<file path="src/cdr_pkg.sv">
// Package: register map, field layouts, reset values and timing for the wake clock recovery
package cdr_pkg;
    // Register word offsets (byte addresses, one aligned 32-bit word each)
    localparam logic [7:0] CTRL_ONE_OFFS = 8'h00;
    localparam logic [7:0] CTRL_TWO_OFFS = 8'h04;
    localparam logic [7:0] QUANTA_OFFS = 8'h08;
    localparam logic [7:0] SAMPLE_OFFS = 8'h0c;
    localparam logic [7:0] UPPER_OFFS = 8'h10;
    localparam logic [7:0] LOWER_OFFS = 8'h14;
    localparam logic [7:0] MODE_OFFS = 8'h18;
    localparam logic [7:0] STATUS_OFFS = 8'h1c;
    localparam logic [7:0] BITTIME_OFFS = 8'h20;
    // Field positions
    localparam int EN_BIT = 0;
    localparam int FD_EN_BIT = 1;
    localparam int ERRDIS_BIT = 2;
    localparam int FILT_LSB = 4;
    localparam int WAKE_CLR_BIT = 8;
    localparam int ST_ACTIVE_BIT = 0;
    localparam int ST_WAKE_BIT = 1;
    localparam int ST_RESTART_BIT = 2;
    localparam int ST_ERRDIS_BIT = 3;
    localparam int ST_SOFOK_BIT = 4;
    // Widths and reset values
    localparam int BT_W = 8;
    localparam logic [1:0] CLKSEL_RST = 2'h0;
    localparam logic [BT_W-1:0] QUANTA_RST = 8'h14;
    localparam logic [5:0] SAMPLE_RST = 6'h33;
    localparam logic [BT_W-1:0] UPPER_RST = 8'h16;
    localparam logic [BT_W-1:0] LOWER_RST = 8'h12;
    localparam logic [2:0] MODE_OFF = 3'h0;
    localparam logic [2:0] MODE_STOP = 3'h2;
    localparam logic [2:0] MODE_SLEEP = 3'h3;
    localparam logic [1:0] FILT_GLITCH4 = 2'h1;
    localparam logic [1:0] FILT_GLITCH10 = 2'h2;
    // Timing
    localparam int CLK_HZ = 20000000;
    localparam real SILENCE_S = 0.6;
    localparam real SILENCE_MAX_S = 1.2;
    localparam int SILENCE_CYC = int'(SILENCE_S * CLK_HZ);
    localparam real WAKE_US = 100.0;
    localparam int WAKE_CYC = int'(WAKE_US * CLK_HZ / 1.0e6);
    localparam real BIT_MIN_US = 1.0;
    localparam int BIT_MIN_Q = int'(BIT_MIN_US * CLK_HZ / 1.0e6);
    localparam int IDLE_BITS_MIN = 6;
    localparam int IDLE_BITS_MAX = 10;
    localparam int IDLE_BITS = 7;
    localparam real GLITCH4_PCT = 5.0;
    localparam real GLITCH10_PCT = 2.5;
    localparam real DOM4_PCT = 17.5;
    localparam real DOM10_PCT = 8.75;
    localparam int ACQ_EDGES = 4;
endpackage

</file>
<file path="src/bit_time_if.sv">
// Interface: bit time handoff between the register block and the bit timer
`timescale 1ns/1ps
interface bit_time_if;
    import cdr_pkg::*;
    logic [BT_W-1:0] quanta;
    logic [BT_W-1:0] upper;
    logic [BT_W-1:0] lower;
    logic enable;
    logic [BT_W-1:0] bitTime;
    logic restart;
    modport ctrl (output quanta, output upper, output lower, output enable,
        input bitTime, input restart);
    modport timer (input quanta, input upper, input lower, input enable,
        output bitTime, output restart);
endinterface

</file>
<file path="src/cdr_bit_timer.sv">
// Recovery bit timer: measures edge spacing and tracks the bit time within limits
`timescale 1ns/1ps
module cdr_bit_timer
    import cdr_pkg::*;
(
    input wire logic clk, // System clock
    input wire logic rstSyncN, // Synchronised reset, active low
    input wire logic rxEdge, // One-cycle pulse on each bus edge
    bit_time_if.timer bt // Settings in, bit time out
);
    //----------------------------------------------------------------
    // Edge spacing measurement
    //----------------------------------------------------------------
    logic [BT_W+3:0] spanReg;
    logic [BT_W+5:0] accReg;
    logic [2:0] nEdgeReg;
    logic [BT_W-1:0] bitTimeReg;
    logic restartReg;
    logic [BT_W-1:0] estimate;
    logic [BT_W-1:0] nextBt;
    logic atLimit;
    logic [BT_W+3:0] rounded;
    logic [BT_W+3:0] nBits;
    logic [BT_W+5:0] accNext;

    // Round spacing to whole bits so multi-bit gaps still count
    assign nBits = (bitTimeReg == '0) ? '0 :
        (spanReg + {5'h0, bitTimeReg[BT_W-1:1]}) / {4'h0, bitTimeReg};
    assign rounded = (nBits == '0) ? {4'h0, bitTimeReg} : spanReg / nBits;
    assign accNext = accReg + {2'h0, rounded};
    // Mean of the four spans: drop the two low bits of the sum
    assign estimate = accNext[2 +: BT_W];
    // Estimate at or beyond either limit is not used; a hit reloads the quanta and flags restart
    assign atLimit = (estimate >= bt.upper) || (estimate <= bt.lower);
    assign nextBt = atLimit ? bt.quanta : estimate;

    // Span counter restarts on every edge
    always_ff @(posedge clk or negedge rstSyncN)
    begin
        if (!rstSyncN)
            spanReg <= '0;
        else if (rxEdge)
            spanReg <= '0;
        else if (spanReg != '1)
            spanReg <= spanReg + 1'b1;
    end

    // Accumulate and update; disabled tracking pins bit time to the quanta
    always_ff @(posedge clk or negedge rstSyncN)
    begin
        if (!rstSyncN)
        begin
            accReg <= '0;
            nEdgeReg <= '0;
            bitTimeReg <= QUANTA_RST;
            restartReg <= 1'b0;
        end
        else if (!bt.enable)
        begin
            accReg <= '0;
            nEdgeReg <= '0;
            bitTimeReg <= bt.quanta;
            restartReg <= 1'b0;
        end
        else if (rxEdge && nEdgeReg == 3'(ACQ_EDGES - 1))
        begin
            accReg <= '0;
            nEdgeReg <= '0;
            bitTimeReg <= nextBt;
            restartReg <= atLimit;
        end
        else if (rxEdge)
        begin
            accReg <= accNext;
            nEdgeReg <= nEdgeReg + 1'b1;
            restartReg <= 1'b0;
        end
        else
            restartReg <= 1'b0;
    end

    assign bt.bitTime = bitTimeReg;
    assign bt.restart = restartReg;
endmodule // cdr_bit_timer

</file>
<file path="src/can_wake_clock_recovery.sv">
// Top: wake receiver clock recovery, bus silence, wake signalling and tolerant filters
//
// The address map and the Avalon-MM slave port are this design's own decisions.
`timescale 1ns/1ps
module can_wake_clock_recovery
    import cdr_pkg::*;
#(
    parameter int SILENCE_CYCLES = SILENCE_CYC // Silence timeout, shorten in simulation
)
(
    input wire logic clk, // 20 MHz clock
    input wire logic rst_n, // Async reset, active low
    input wire logic [7:0] address, // Avalon byte address
    input wire logic read, // Avalon read
    input wire logic write, // Avalon write
    input wire logic [31:0] writedata, // Avalon write data
    input wire logic [3:0] byteenable, // Avalon byte enables
    output logic [31:0] readdata, // Avalon read data
    output logic waitrequest, // Avalon wait
    input wire logic rxPin, // Bus receive pin, low is dominant
    input wire logic wakeValid, // Pulse: valid wake pattern or frame ended
    output logic wakeIrq, // Wake interrupt in stop mode
    output logic supplyOn, // Main supply output enable
    output logic frameStart, // Pulse: accepted start of frame
    output logic domBit // Pulse: recognised flexible-phase dominant bit
);
    //----------------------------------------------------------------
    // Reset release and pin synchronisers
    //----------------------------------------------------------------
    logic [1:0] rstPipe;
    logic rstSyncN;
    logic rxMeta;
    logic rxSync;
    logic rxLast;
    logic rxEdge;

    // Reset released through two flops
    always_ff @(posedge clk or negedge rst_n)
    begin
        if (!rst_n)
            rstPipe <= 2'h0;
        else
            rstPipe <= {rstPipe[0], 1'b1};
    end
    assign rstSyncN = rstPipe[1];

    // Two-flop pin sync; only the second stage feeds logic
    always_ff @(posedge clk or negedge rstSyncN)
    begin
        if (!rstSyncN)
        begin
            rxMeta <= 1'b1;
            rxSync <= 1'b1;
            rxLast <= 1'b1;
        end
        else
        begin
            rxMeta <= rxPin;
            rxSync <= rxMeta;
            rxLast <= rxSync;
        end
    end
    assign rxEdge = rxSync ^ rxLast;

    //----------------------------------------------------------------
    // Register file
    //----------------------------------------------------------------
    logic enReg;
    logic fdEnReg;
    logic errDisReg;
    logic [1:0] filtReg;
    logic [1:0] clkSelReg;
    logic [BT_W-1:0] quantaReg;
    logic [5:0] sampleReg;
    logic [BT_W-1:0] upperReg;
    logic [BT_W-1:0] lowerReg;
    logic [2:0] modeReg;
    logic wakeReg;
    logic restartSeenReg;
    logic activeReg;
    logic sofOkReg;
    logic ackReg;
    logic access;
    logic wrCtrl1;
    logic wakeClr;
    logic silenceHit;
    logic wakeSet;
    logic [31:0] rdMux;
    bit_time_if bt ();

    // One wait state: the answer comes on the second edge of a request
    assign access = (read || write) && !ackReg;
    assign wrCtrl1 = access && write && address == CTRL_ONE_OFFS && byteenable[0];
    assign wakeClr = access && write && address == CTRL_ONE_OFFS && byteenable[1]
        && writedata[WAKE_CLR_BIT];

    // Ack flop makes waitrequest low for exactly one cycle per request
    always_ff @(posedge clk or negedge rstSyncN)
    begin
        if (!rstSyncN)
            ackReg <= 1'b0;
        else
            ackReg <= access;
    end

    // Configuration writes; the enable, quanta and limits written here steer the timer
    always_ff @(posedge clk or negedge rstSyncN)
    begin
        if (!rstSyncN)
        begin
            enReg <= 1'b0;
            fdEnReg <= 1'b0;
            filtReg <= 2'h0;
            clkSelReg <= CLKSEL_RST;
            quantaReg <= QUANTA_RST;
            sampleReg <= SAMPLE_RST;
            upperReg <= UPPER_RST;
            lowerReg <= LOWER_RST;
            modeReg <= MODE_OFF;
        end
        else if (access && write && byteenable[0])
        begin
            unique case (address)
                CTRL_ONE_OFFS:
                begin
                    enReg <= writedata[EN_BIT];
                    fdEnReg <= writedata[FD_EN_BIT];
                    filtReg <= writedata[FILT_LSB +: 2];
                end
                CTRL_TWO_OFFS: clkSelReg <= writedata[1:0];
                QUANTA_OFFS: quantaReg <= writedata[BT_W-1:0];
                SAMPLE_OFFS: sampleReg <= writedata[5:0];
                UPPER_OFFS: upperReg <= writedata[BT_W-1:0];
                LOWER_OFFS: lowerReg <= writedata[BT_W-1:0];
                MODE_OFFS: modeReg <= writedata[2:0];
                default: ;
            endcase
        end
    end

    // Error counter disable: timeout clear wins over a write
    always_ff @(posedge clk or negedge rstSyncN)
    begin
        if (!rstSyncN)
            errDisReg <= 1'b0;
        else if (silenceHit)
            errDisReg <= 1'b0;
        else if (wrCtrl1)
            errDisReg <= writedata[ERRDIS_BIT];
    end

    // Read mux over mapped words; unmapped reads return zero
    always_comb
    begin
        rdMux = 32'h0;
        unique case (address)
            CTRL_ONE_OFFS: rdMux = {26'h0, filtReg, 1'b0, errDisReg, fdEnReg, enReg};
            CTRL_TWO_OFFS: rdMux = {30'h0, clkSelReg};
            QUANTA_OFFS: rdMux = {24'h0, quantaReg};
            SAMPLE_OFFS: rdMux = {26'h0, sampleReg};
            UPPER_OFFS: rdMux = {24'h0, upperReg};
            LOWER_OFFS: rdMux = {24'h0, lowerReg};
            MODE_OFFS: rdMux = {29'h0, modeReg};
            STATUS_OFFS: rdMux = {27'h0, sofOkReg, errDisReg, restartSeenReg, wakeReg,
                activeReg};
            BITTIME_OFFS: rdMux = {24'h0, bt.bitTime};
            default: rdMux = 32'h0;
        endcase
    end

    // Read data and wait registered
    always_ff @(posedge clk or negedge rstSyncN)
    begin
        if (!rstSyncN)
        begin
            readdata <= 32'h0;
            waitrequest <= 1'b1;
        end
        else
        begin
            readdata <= rdMux;
            waitrequest <= !access;
        end
    end

    //----------------------------------------------------------------
    // Bit timer
    //----------------------------------------------------------------
    assign bt.quanta = quantaReg;
    assign bt.upper = upperReg;
    assign bt.lower = lowerReg;
    assign bt.enable = enReg;

    cdr_bit_timer timer (
        .clk(clk),
        .rstSyncN(rstSyncN),
        .rxEdge(rxEdge),
        .bt(bt.timer)
    );

    // Restart seen flag is sticky until the enable is rewritten
    always_ff @(posedge clk or negedge rstSyncN)
    begin
        if (!rstSyncN)
            restartSeenReg <= 1'b0;
        else if (bt.restart)
            restartSeenReg <= 1'b1;
        else if (wrCtrl1)
            restartSeenReg <= 1'b0;
    end

    //----------------------------------------------------------------
    // Bus silence timeout
    //----------------------------------------------------------------
    logic [24:0] silenceReg;
    // Only an active bus can time out, so the hit is a single pulse
    assign silenceHit = activeReg && (silenceReg == 25'(SILENCE_CYCLES - 1));

    // Any edge restarts the count; 0.6 s lies inside the allowed window
    always_ff @(posedge clk or negedge rstSyncN)
    begin
        if (!rstSyncN)
        begin
            silenceReg <= '0;
            activeReg <= 1'b0;
        end
        else if (rxEdge)
        begin
            silenceReg <= '0;
            activeReg <= 1'b1;
        end
        else if (silenceHit)
            activeReg <= 1'b0;
        else if (activeReg)
            silenceReg <= silenceReg + 1'b1;
    end

    //----------------------------------------------------------------
    // Wake signalling
    //----------------------------------------------------------------
    // Wake is flagged the cycle after it arrives, far under 100 us
    assign wakeSet = wakeValid;

    always_ff @(posedge clk or negedge rstSyncN)
    begin
        if (!rstSyncN)
        begin
            wakeReg <= 1'b0;
            wakeIrq <= 1'b0;
            supplyOn <= 1'b1;
        end
        else
        begin
            wakeReg <= wakeSet || (wakeReg && !wakeClr);
            if (wakeSet && modeReg == MODE_STOP)
                wakeIrq <= 1'b1;
            else if (wakeClr)
                wakeIrq <= 1'b0;
            if (wakeSet)
                supplyOn <= 1'b1;
            else if (access && write && address == MODE_OFFS && byteenable[0])
                supplyOn <= writedata[2:0] != MODE_SLEEP;
        end
    end

    //----------------------------------------------------------------
    // Tolerant mode filters, measured against the arbitration bit time
    //----------------------------------------------------------------
    logic [BT_W+3:0] domLenReg;
    logic [3:0] idleBitsReg;
    logic [BT_W-1:0] bitPhaseReg;
    logic [BT_W+3:0] glitchLen;
    logic [BT_W+3:0] domMin;
    logic domEnd;
    logic bitTick;

    // Thresholds from the filter grade: glitch 5 or 2.5 %, dominant 17.5 or 8.75 %
    assign glitchLen = (filtReg == FILT_GLITCH10) ? 12'(bt.bitTime / 40) :
        12'(bt.bitTime / 20);
    assign domMin = (filtReg == FILT_GLITCH10) ? 12'((bt.bitTime * 7 + 79) / 80) :
        12'((bt.bitTime * 7 + 39) / 40);
    assign domEnd = rxEdge && rxSync && domLenReg > glitchLen;
    // Bit timing reaches up to 255 clocks (12.75 us) since the phase counter is 8 bits
    assign bitTick = (bitPhaseReg >= bt.bitTime - 1'b1);

    // Dominant length, recessive bit count, start and dominant pulses
    always_ff @(posedge clk or negedge rstSyncN)
    begin
        if (!rstSyncN)
        begin
            domLenReg <= '0;
            idleBitsReg <= '0;
            bitPhaseReg <= '0;
            sofOkReg <= 1'b0;
            frameStart <= 1'b0;
            domBit <= 1'b0;
        end
        else
        begin
            domLenReg <= rxSync ? '0 : domLenReg + 1'b1;
            bitPhaseReg <= (rxEdge || bitTick) ? '0 : bitPhaseReg + 1'b1;
            if (domEnd)
                idleBitsReg <= '0;
            else if (rxSync && bitTick && idleBitsReg != 4'(IDLE_BITS_MAX))
                idleBitsReg <= idleBitsReg + 1'b1;
            sofOkReg <= !fdEnReg || idleBitsReg >= 4'(IDLE_BITS);
            frameStart <= domLenReg == glitchLen && !rxSync && (!fdEnReg
                || idleBitsReg >= 4'(IDLE_BITS));
            domBit <= fdEnReg && domEnd && domLenReg >= domMin;
        end
    end
endmodule // can_wake_clock_recovery

</file>
<file path="config.mk">
export PLATFORM = sky130hd
export DESIGN_NAME = can_wake_clock_recovery
export DESIGN_NICKNAME = d
export VERILOG_FILES = /design/src/cdr_pkg.sv /design/src/bit_time_if.sv /design/src/cdr_bit_timer.sv /design/src/can_wake_clock_recovery.sv
export SDC_FILE = /design/constraint.sdc
export NUM_CORES = 1
export LEC_CHECK = 0
export BUFFER_PORTS_ARGS = -buffer_cell sky130_fd_sc_hd__buf_4
export CAP_MARGIN = 10
export CORE_UTILIZATION = 35
export DETAILED_ROUTE_END_ITERATION = 10
export PLACE_DENSITY_LB_ADDON = 0.05
export SYNTH_ARGS = -nofsm -noshare
export SYNTH_HDL_FRONTEND = slang
export SYNTH_SLANG_ARGS = --single-unit
</file>
<file path="constraint.sdc">
create_clock -name clk -period 11.35 [get_ports clk]
set_input_delay 0 -clock clk [delete_from_list [all_inputs] [get_ports clk]]
set_output_delay 0 -clock clk [all_outputs]
set_load 0.03 [all_outputs]
</file>
==> run summary, run 1 <==
The tools report the source-to-sink clock delay at the later pin of the worst-skew pair as 430 ps. The final reports fail on negative setup slack. The tool flagged a number of max-cap violations equal to 0. Count of input and output buffers: 37.

The critical path arrival was 42870 ps. The async set-or-reset flop fraction in the synthesized netlist was 1.00. Synthesis produced a netlist whose cell count is 2207. Row generation in the floorplan step produced 83 rows.

Global routing finished with a remaining overflow of 0. The achievable frequency came out at 23.5 MHz. The first routing iteration left 839 violations. The region available for standard cell placement spans 51400 sq um.

After synthesis, the most frequently instantiated cells are ha_1 (246), nor2_1 (225), nand2_1 (165), dfrtp_1 (128), a21oi_1 (121). Setup repair after global routing could not meet its margin everywhere. The startpoint of the lowest-slack register-to-register path was timer.spanReg[4]$_DFFE_PN0P_. For the final database, setup skew stands at 10.9 ps. Relative to the synthesized area, the layout overhead comes to 43.7%.

Setup violations remaining at the end of the flow were counted as 19. The type of the worst min-delay path was input port to register. The number of antenna violations at the first check in global routing is 0, and the pin count of the biggest net entering global routing is 76. The number of hold violations in the final report is 0, and the average footprint of a synthesized cell is 8.27 sq um. In the final design database the tool counted 3179 nets. For the final-report max-slew violation count, the log shows 0. For the pin with the worst max-slew slack, the measured transition is 1210 ps. The utilization of the core after routing came out at 0.510. The flow ran to the end, but the final reports show violations.

Among all flip-flop cells after synthesis, the most frequent one is dfrtp_1. The critical path startpoint category was a register. Counting instances, the worst hold path has a depth of 4. In this design, the critical path's most frequently occurring cell is o21a_1.

The slowest cell on the critical path was dfrtp_2. The detail route stage leaves a number of antenna-violating nets equal to 0. The die outline width came out at 230 um. TritonCTS built the clock tree. Initial standard-cell utilization of the core: 0.355. The number of iterations in the first detailed-routing pass is 5, and the aggregate routed wire length is 61.7 mm. The summed instance area of the synthesized netlist came out at 18200 sq um. The post-synthesis sequential element count was 146; the number of CTS-inserted buffers was 17. Clock-pin slew was measured on the worst setup and hold paths at 70 ps. The tools report the via count of the first global-routing pass as 18400. dfrtp_1 takes more of the synthesized area than any other cell. In this run the register-to-register setup slack is -31210 ps. The run gives 114 as the distinct cell type count after synthesis.

Fraction of layout cells with a size suffix above 1: 0.375. Of all nets on the critical path, the largest fanout is 7. The clock passes through at most 2 buffers. The global routing usage summed across all routing layers is 0.228, and the worst setup slack after layout is -31210 ps.

Final worst-path cycle share: 3.75. In this run the most critical hold path is launched from address[2]. Summing over every cut layer, the via total after detailed routing is 18800. Clock tree synthesis found a total of 146 sinks.

The floorplan step defined a die boundary enclosing 53100 sq um. CTS placed an instance of clkbuf_16 at the clock tree root. In this run, synthesis inferred 0 flip-flops with an integrated enable.

The tools report the total half-perimeter wirelength after legalization and detailed placement as 47.6 mm. The number of antenna diodes in the final layout is 0. The vertical die dimension is 230 um, and the wire length of the first global-routing pass is 98.0 mm. Routed length per instance: 17.3 um. The tools report the type of destination of the critical path as a register. The share of the synthesized area in the top cell type came out at 0.176. The terminus of the critical flop-to-flop path was timer.bt.bitTime[7]$_DFFE_PN0P_. For the worst flop-to-flop path, the logic depth is 248. Among all cell types in the netlist, the one instantiated most often is ha_1. For this run, the slowest stage of the critical path takes 450 ps.

The post-route DRC violation count is 0, and the worst slew margin relative to its limit is 0.189. The share of the yosys chip area belonging to registers is 0.201, and the H-tree depth is 4. The congestion estimate from routability-driven global placement came to 0.921.

The path type of the worst setup path was register to register. In the routed layout, each cell is associated on average with a via count of 5.28. The worst hold path terminates at supplyOn$_DFFE_PN1P_. By area the synthesized netlist is led by dfrtp_1 (18%), ha_1 (17%), nor2_1 (4.6%). For this design the top-level I/O count stands at 87. The worst path needs 42560 ps of the cycle, external delays included. The number of warnings reported in the yosys synthesis log is 0, and the data required time of the worst path is 11660 ps.
==> worst max-delay path: cells and delay by family, from the launching register on <==
| kind | cells | cell delay (ps) |
|---|---|---|
| xor gates and xnor gates | 2 | 410 |
| buffers and inverters | 14 | 1810 |
| muxes | 10 | 2930 |
| DFF | 1 | 450 |
| adders and majority gates | 27 | 6780 |
| and+or+nand+nor | 66 | 8030 |
| AOI/OAI and AO/OA | 129 | 22020 |
==> state kept, by name, indices dropped and copies added (netlist names), 2 cells and up <==
name and count:
bitPhaseReg 8, bt.lower 8, bt.quanta 8, bt.upper 8
clkSelReg 2, domLenReg 12, filtReg 2, idleBitsReg 4
modeReg 3, readdata 8, rstPipe 2, sampleReg 6
silenceReg 25, timer.accReg 10, timer.bt.bitTime 8, timer.nEdgeReg 3
timer.spanReg 12
==> worst max-delay path by stage <==
stage	start	endpoint	cells past startpoint
6_report	timer.spanReg[4]$_DFFE_PN0P_	timer.bt.bitTime[7]$_DFFE_PN0P_	248
5_1_grt	timer.spanReg[6]$_DFFE_PN0P_	timer.bt.bitTime[7]$_DFFE_PN0P_	254
4_1_cts	timer.bt.bitTime[7]$_DFFE_PN0P_	timer.bt.bitTime[1]$_DFFE_PN0P_	254
3_5_place_dp	timer.bt.bitTime[2]$_DFFE_PN1P_	timer.bt.bitTime[1]$_DFFE_PN0P_	249
3_3_place_gp	timer.bt.bitTime[2]$_DFFE_PN1P_	timer.bt.bitTime[1]$_DFFE_PN0P_	246
2_1_floorplan	timer.bt.bitTime[7]$_DFFE_PN0P_	timer.bt.bitTime[7]$_DFFE_PN0P_	261
==> routing by layer <==
| layer | GRT usage | vias up | routed length (um) |
|---|---|---|---|
| li1 | - | 9387 | - |
| met1 | 0.311 | 9103 | 29800 |
| met2 | 0.399 | 273 | 30000 |
| met3 | 0.0179 | 52 | 1270 |
| met4 | 0.0346 | 0 | 711 |
| met5 | 0 | - | 0 |
==> layout by cell type (no fill, tap or decap), types with 24 or more instances in the layout <==
cell type and n:
buf_4 680, mux2i_1 24, o211ai_1 25, nor2b_1 36, conb_1 25, ha_1 210, dfrtp_1 122, xnor2_1 69
nor2_1 204, nand2_1 155, nor3_1 84, inv_1 86, nand3_1 56, mux2_2 61, a21o_1 37, o21ai_0 68
nand2b_1 42, o21a_1 71, nand4_1 32, a21oi_1 86, o21ai_1 25, xor2_1 60, ha_4 35, a21oi_2 34
==> layout make-up <==
cell class                 count  area (sq um)
clock buffer                  19           443
clock inverter                13           141
fill                        4896         25200
sequential                   146          3690
multi-input combinational   1900         15300
inverter                      93           349
tap                          680           851
timing repair buffer         715          5490
==> kinds of logic after synthesis <==
group                    after synthesis  synth area share
adder cells (fa/ha/maj)              256             0.180
other                                  2          0.000412
multiplexers                         107            0.0642
AND/OR/NAND/NOR                      782             0.211
flip-flops                           146             0.201
buffers and inverters                186            0.0455
XOR/XNOR                             138            0.0662
AO/OA/AOI/OAI                        590             0.231
==> timing repair <==
| item | in CTS | in global routing |
|---|---|---|
| setup endpoints to repair | 19 | 19 |
| buffers inserted | 108 | 39 |
| gates cloned | 2 | 0 |
| gates resized for setup | 110 | 80 |
| endpoints found under the hold margin | 48 | 0 |
| hold buffers | 18 | 0 |
| pin swaps | 106 | 103 |
==> per-stage QoR <==
step | instance area (sq um) | worst slack, ps | TNS (ps) | hold WS (ps) | std cells
2_1_floorplan | 19000 | -31610 | -580020 | -296 | 2230
3_3_place_gp | 23400 | -31480 | -575090 | -217 | 3370
3_5_place_dp | 23400 | -32490 | -593110 | -217 | 3370
4_1_cts | 25500 | -30980 | -566810 | 1.39 | 3529
5_1_grt | 26200 | -33720 | -618480 | 24.7 | 3566
6_report | 26200 | -31210 | -572250 | 22.6 | 3566
Power of run 1 is left out: the tool's default activity adds up to more than one toggle a clock period on the data nets, which glitch-free logic cannot reach.
==> run 2, diff against run 1 <==
==> constraint.sdc (replaced) <==
create_clock -name clk -period 11.35 [get_ports clk]
set_input_delay 0.5675 -clock clk [delete_from_list [all_inputs] [get_ports clk]]
set_output_delay 0.5675 -clock clk [all_outputs]
set_load 0.03 [all_outputs]
==> run 2 against run 1 <==
Effect of this change: flip-flop and latch count unchanged; final area decreased by 0.65%; the run still ends with negative setup slack left; clock skew rose by 2.1 ps; global-route usage fell by 0.080 points; hold slack gained 230 ps; via count fell by 0.31%; setup slack improved by 13 ps; wire length fell by 0.53%; count of clock-buffer cells in the layout is the same; highest routed layer unchanged; critical path depth rose by 12; non-clock buffer count down 17; final cell count shrank 0.48%.
==> run summary, run 2 (synthesis results as in run 1) <==
The run finished, with violations left. The final reports fail on negative setup slack. The number of iterations in the first detailed-routing pass was 6 (+1).

Among all stages on the critical path, the largest delay is contributed by dfrtp_2. For the wire length of the first global-routing pass, the log shows 97.7 mm (-0.37%). The aggregate routed wire length is 61.4 mm (-0.53%). The run gives 0.397 (-0.00198) as the fraction of met2 tracks used by global routing. The met3 capacity usage during global routing is 0.0179 (unchanged), and the data required time of the worst path is 11660 ps (about the same). The run gives 3162 (-0.53%) as the post-layout net count. The most heavily used metal layer in global routing was met2.

The tools report the clock net sink count as 146 (unchanged). For the initial standard-cell utilization of the core, the log shows 0.355 (unchanged). Register with the most flip-flops: silenceReg. The largest registers in the layout are silenceReg (25), domLenReg (12), timer.spanReg (12).

Leaving out fill and tap cells, the most frequent cells in the layout are buf_4 (680), ha_1 (210), nor2_1 (204), nand2_1 (155), dfrtp_1 (122). The logs give 18400 (-0.37%) for the via count of the first global-routing pass and 0 (unchanged) for the remaining antenna violation count. The run gives 2 (unchanged) as the number of buffers on the longest clock path. By startpoint and endpoint, the worst setup path is classified as register to register.

The number of vias per cell works out to 5.29 (+0.17%). The worst setup path is launched from a register. The final period demand of the worst path is 42550 ps (-13.4 ps), and the source-to-sink clock delay at the later pin of the worst-skew pair is 430 ps (about the same). The aggregate global routing overflow was 0 (unchanged); the number of CTS-inserted buffers was 17 (unchanged). The tools report the met1 usage as 0.310 (-0.000690). Die outline width: 230 um (unchanged). The worst setup slack after layout was -31200 ps (+13.4 ps); the worst slew margin relative to its limit was 0.175 (-0.0138).

The weighted congestion at the end of routability-driven global placement is 0.921 (unchanged). Global routing usage summed across all routing layers: 0.227 (-0.000796). The standard cell core area is 51400 sq um (unchanged), and the clock-pin slew of the registers on the worst-case setup and hold paths is 60 ps (about the same).

The tools report the achievable frequency as 23.5 MHz (about the same). Leaving out fill and tap cells, the most frequent cell in the layout is buf_4. The total half-perimeter wirelength after legalization and detailed placement is 47.6 mm (unchanged).

STA classifies the critical path endpoint as a register. The tools report the initial detailed-routing violation count as 864 (+3.0%). The largest stage delay on the critical path was 450 ps (about the same). The die footprint was 53100 sq um (unchanged). The flip-flop count of the largest register after layout works out to 25 (unchanged). The tools report the root buffer cell as clkbuf_16. The fraction of layout cells with a size suffix above 1 is 0.377 (+0.00222), and the post-route DRC violation count is 0 (unchanged). The largest fanout on the critical path works out to 7 (unchanged).

The tools report the number of violations of the max-capacitance limit as 0 (unchanged). The H-tree depth was 4 (unchanged). The count of input and output buffers is 37 (unchanged), and the worst-margin pin slew is 1230 ps (+20.7 ps).

The type of the worst min-delay path was input port to register. TritonCTS built the clock tree. The antenna diode instance count was 0 (unchanged). The cell that appears most often on the critical path is o21a_1.

From synthesis to final layout, the design area changed by 42.8%. Vertical die dimension: 230 um (unchanged). The number of cell rows came out at 83 (unchanged).

The pin count of the biggest net entering global routing is 76 (unchanged), and the total I/O pin count is 87 (unchanged). The run gives 0 (unchanged) as the number of hold violations in the final report. Setup repair after global routing could not meet its margin everywhere.

The final worst-path cycle share is 3.75 (about the same), and the final worst clock skew is 13.0 ps (+2.07 ps). The logs give 0 (unchanged) for the number of antenna violations at the first check in global routing and 19 (unchanged) for the final-report setup violation count. The routed length per instance is 17.3 um (about the same). The critical path arrival came out at 42860 ps (about the same).

The overall via count from detail_route came out at 18800 (-0.31%). The logs give 0 (unchanged) for the final-report max-slew violation count and 250 ps (+227 ps) for the final worst hold slack.
run 2: cell count changes in the layout (fill, tap and decap cells not counted):
cell / delta
dlygate4sd3_1: -17
run 2: timing repair:
item                                   CTS  global route
buffers inserted                       108            39
cloned                                   2             0
hold buffers                             1             0
gates resized for setup                110            80
pin swaps                              106           103
endpoints found under the hold margin    2             0
setup endpoints to repair               19            19
run 2: layout make-up:
class	instances	area, sq um
fillers	4909	25400
multi-input cells	1900	15300
repair buffers	698	5320
flip-flops and latches	146	3690
well taps	680	851
clock buffers	19	443
inverters	93	349
clock inverters	13	141
run 2: path summary, 6_finish.rpt:
path	end	depth (start not counted)	slack (ps)	from
setup / recovery	timer.bt.bitTime[7]$_DFFE_PN0P_	260	-31200	timer.spanReg[4]$_DFFE_PN0P_
hold / removal	rxMeta$_DFF_PN1_	1	250	rxPin
setup reg to reg	timer.bt.bitTime[7]$_DFFE_PN0P_	260	-31200	timer.spanReg[4]$_DFFE_PN0P_
hold reg to reg	rxSync$_DFF_PN1_	0	350	rxMeta$_DFF_PN1_
max in group asynchronous	timer.bt.bitTime[6]$_DFFE_PN0P_	1	9310	rstPipe[1]$_DFF_PN0_
min in group asynchronous	rstPipe[0]$_DFF_PN0_	2	440	rst_n
run 2: critical path: cells and delay by family, from the launching register on:
family | cells | cell delay, ps
xor gates and xnor gates | 2 | 420
muxes | 8 | 2300
and+or+nand+nor | 66 | 7890
adders and majority gates | 26 | 6670
AOI/OAI and AO/OA | 125 | 20630
DFF | 1 | 450
buffers and inverters | 33 | 4070
run 2: metrics by stage:
stage | area, sq um | std cells | worst slack (ps) | utilization | setup TNS (ps)
after floorplan | 19000 | 2230 | -31610 | - | -580020
after global placement | 23400 | 3370 | -31480 | 0.455 | -575090
after detailed placement | 23400 | 3370 | -32490 | 0.455 | -593110
after CTS | 25300 | 3512 | -30980 | 0.493 | -566810
after global routing | 26100 | 3549 | -33720 | 0.507 | -618480
final | 26100 | 3549 | -31200 | 0.507 | -571960
run 2: metal layers:
layer  vias up  share of wire
met1      9083           0.48
li1       9355              -
met5         -              0
met2       270           0.49
met4         0          0.011
met3        49          0.025
Power of run 2 is left out for the same reason.
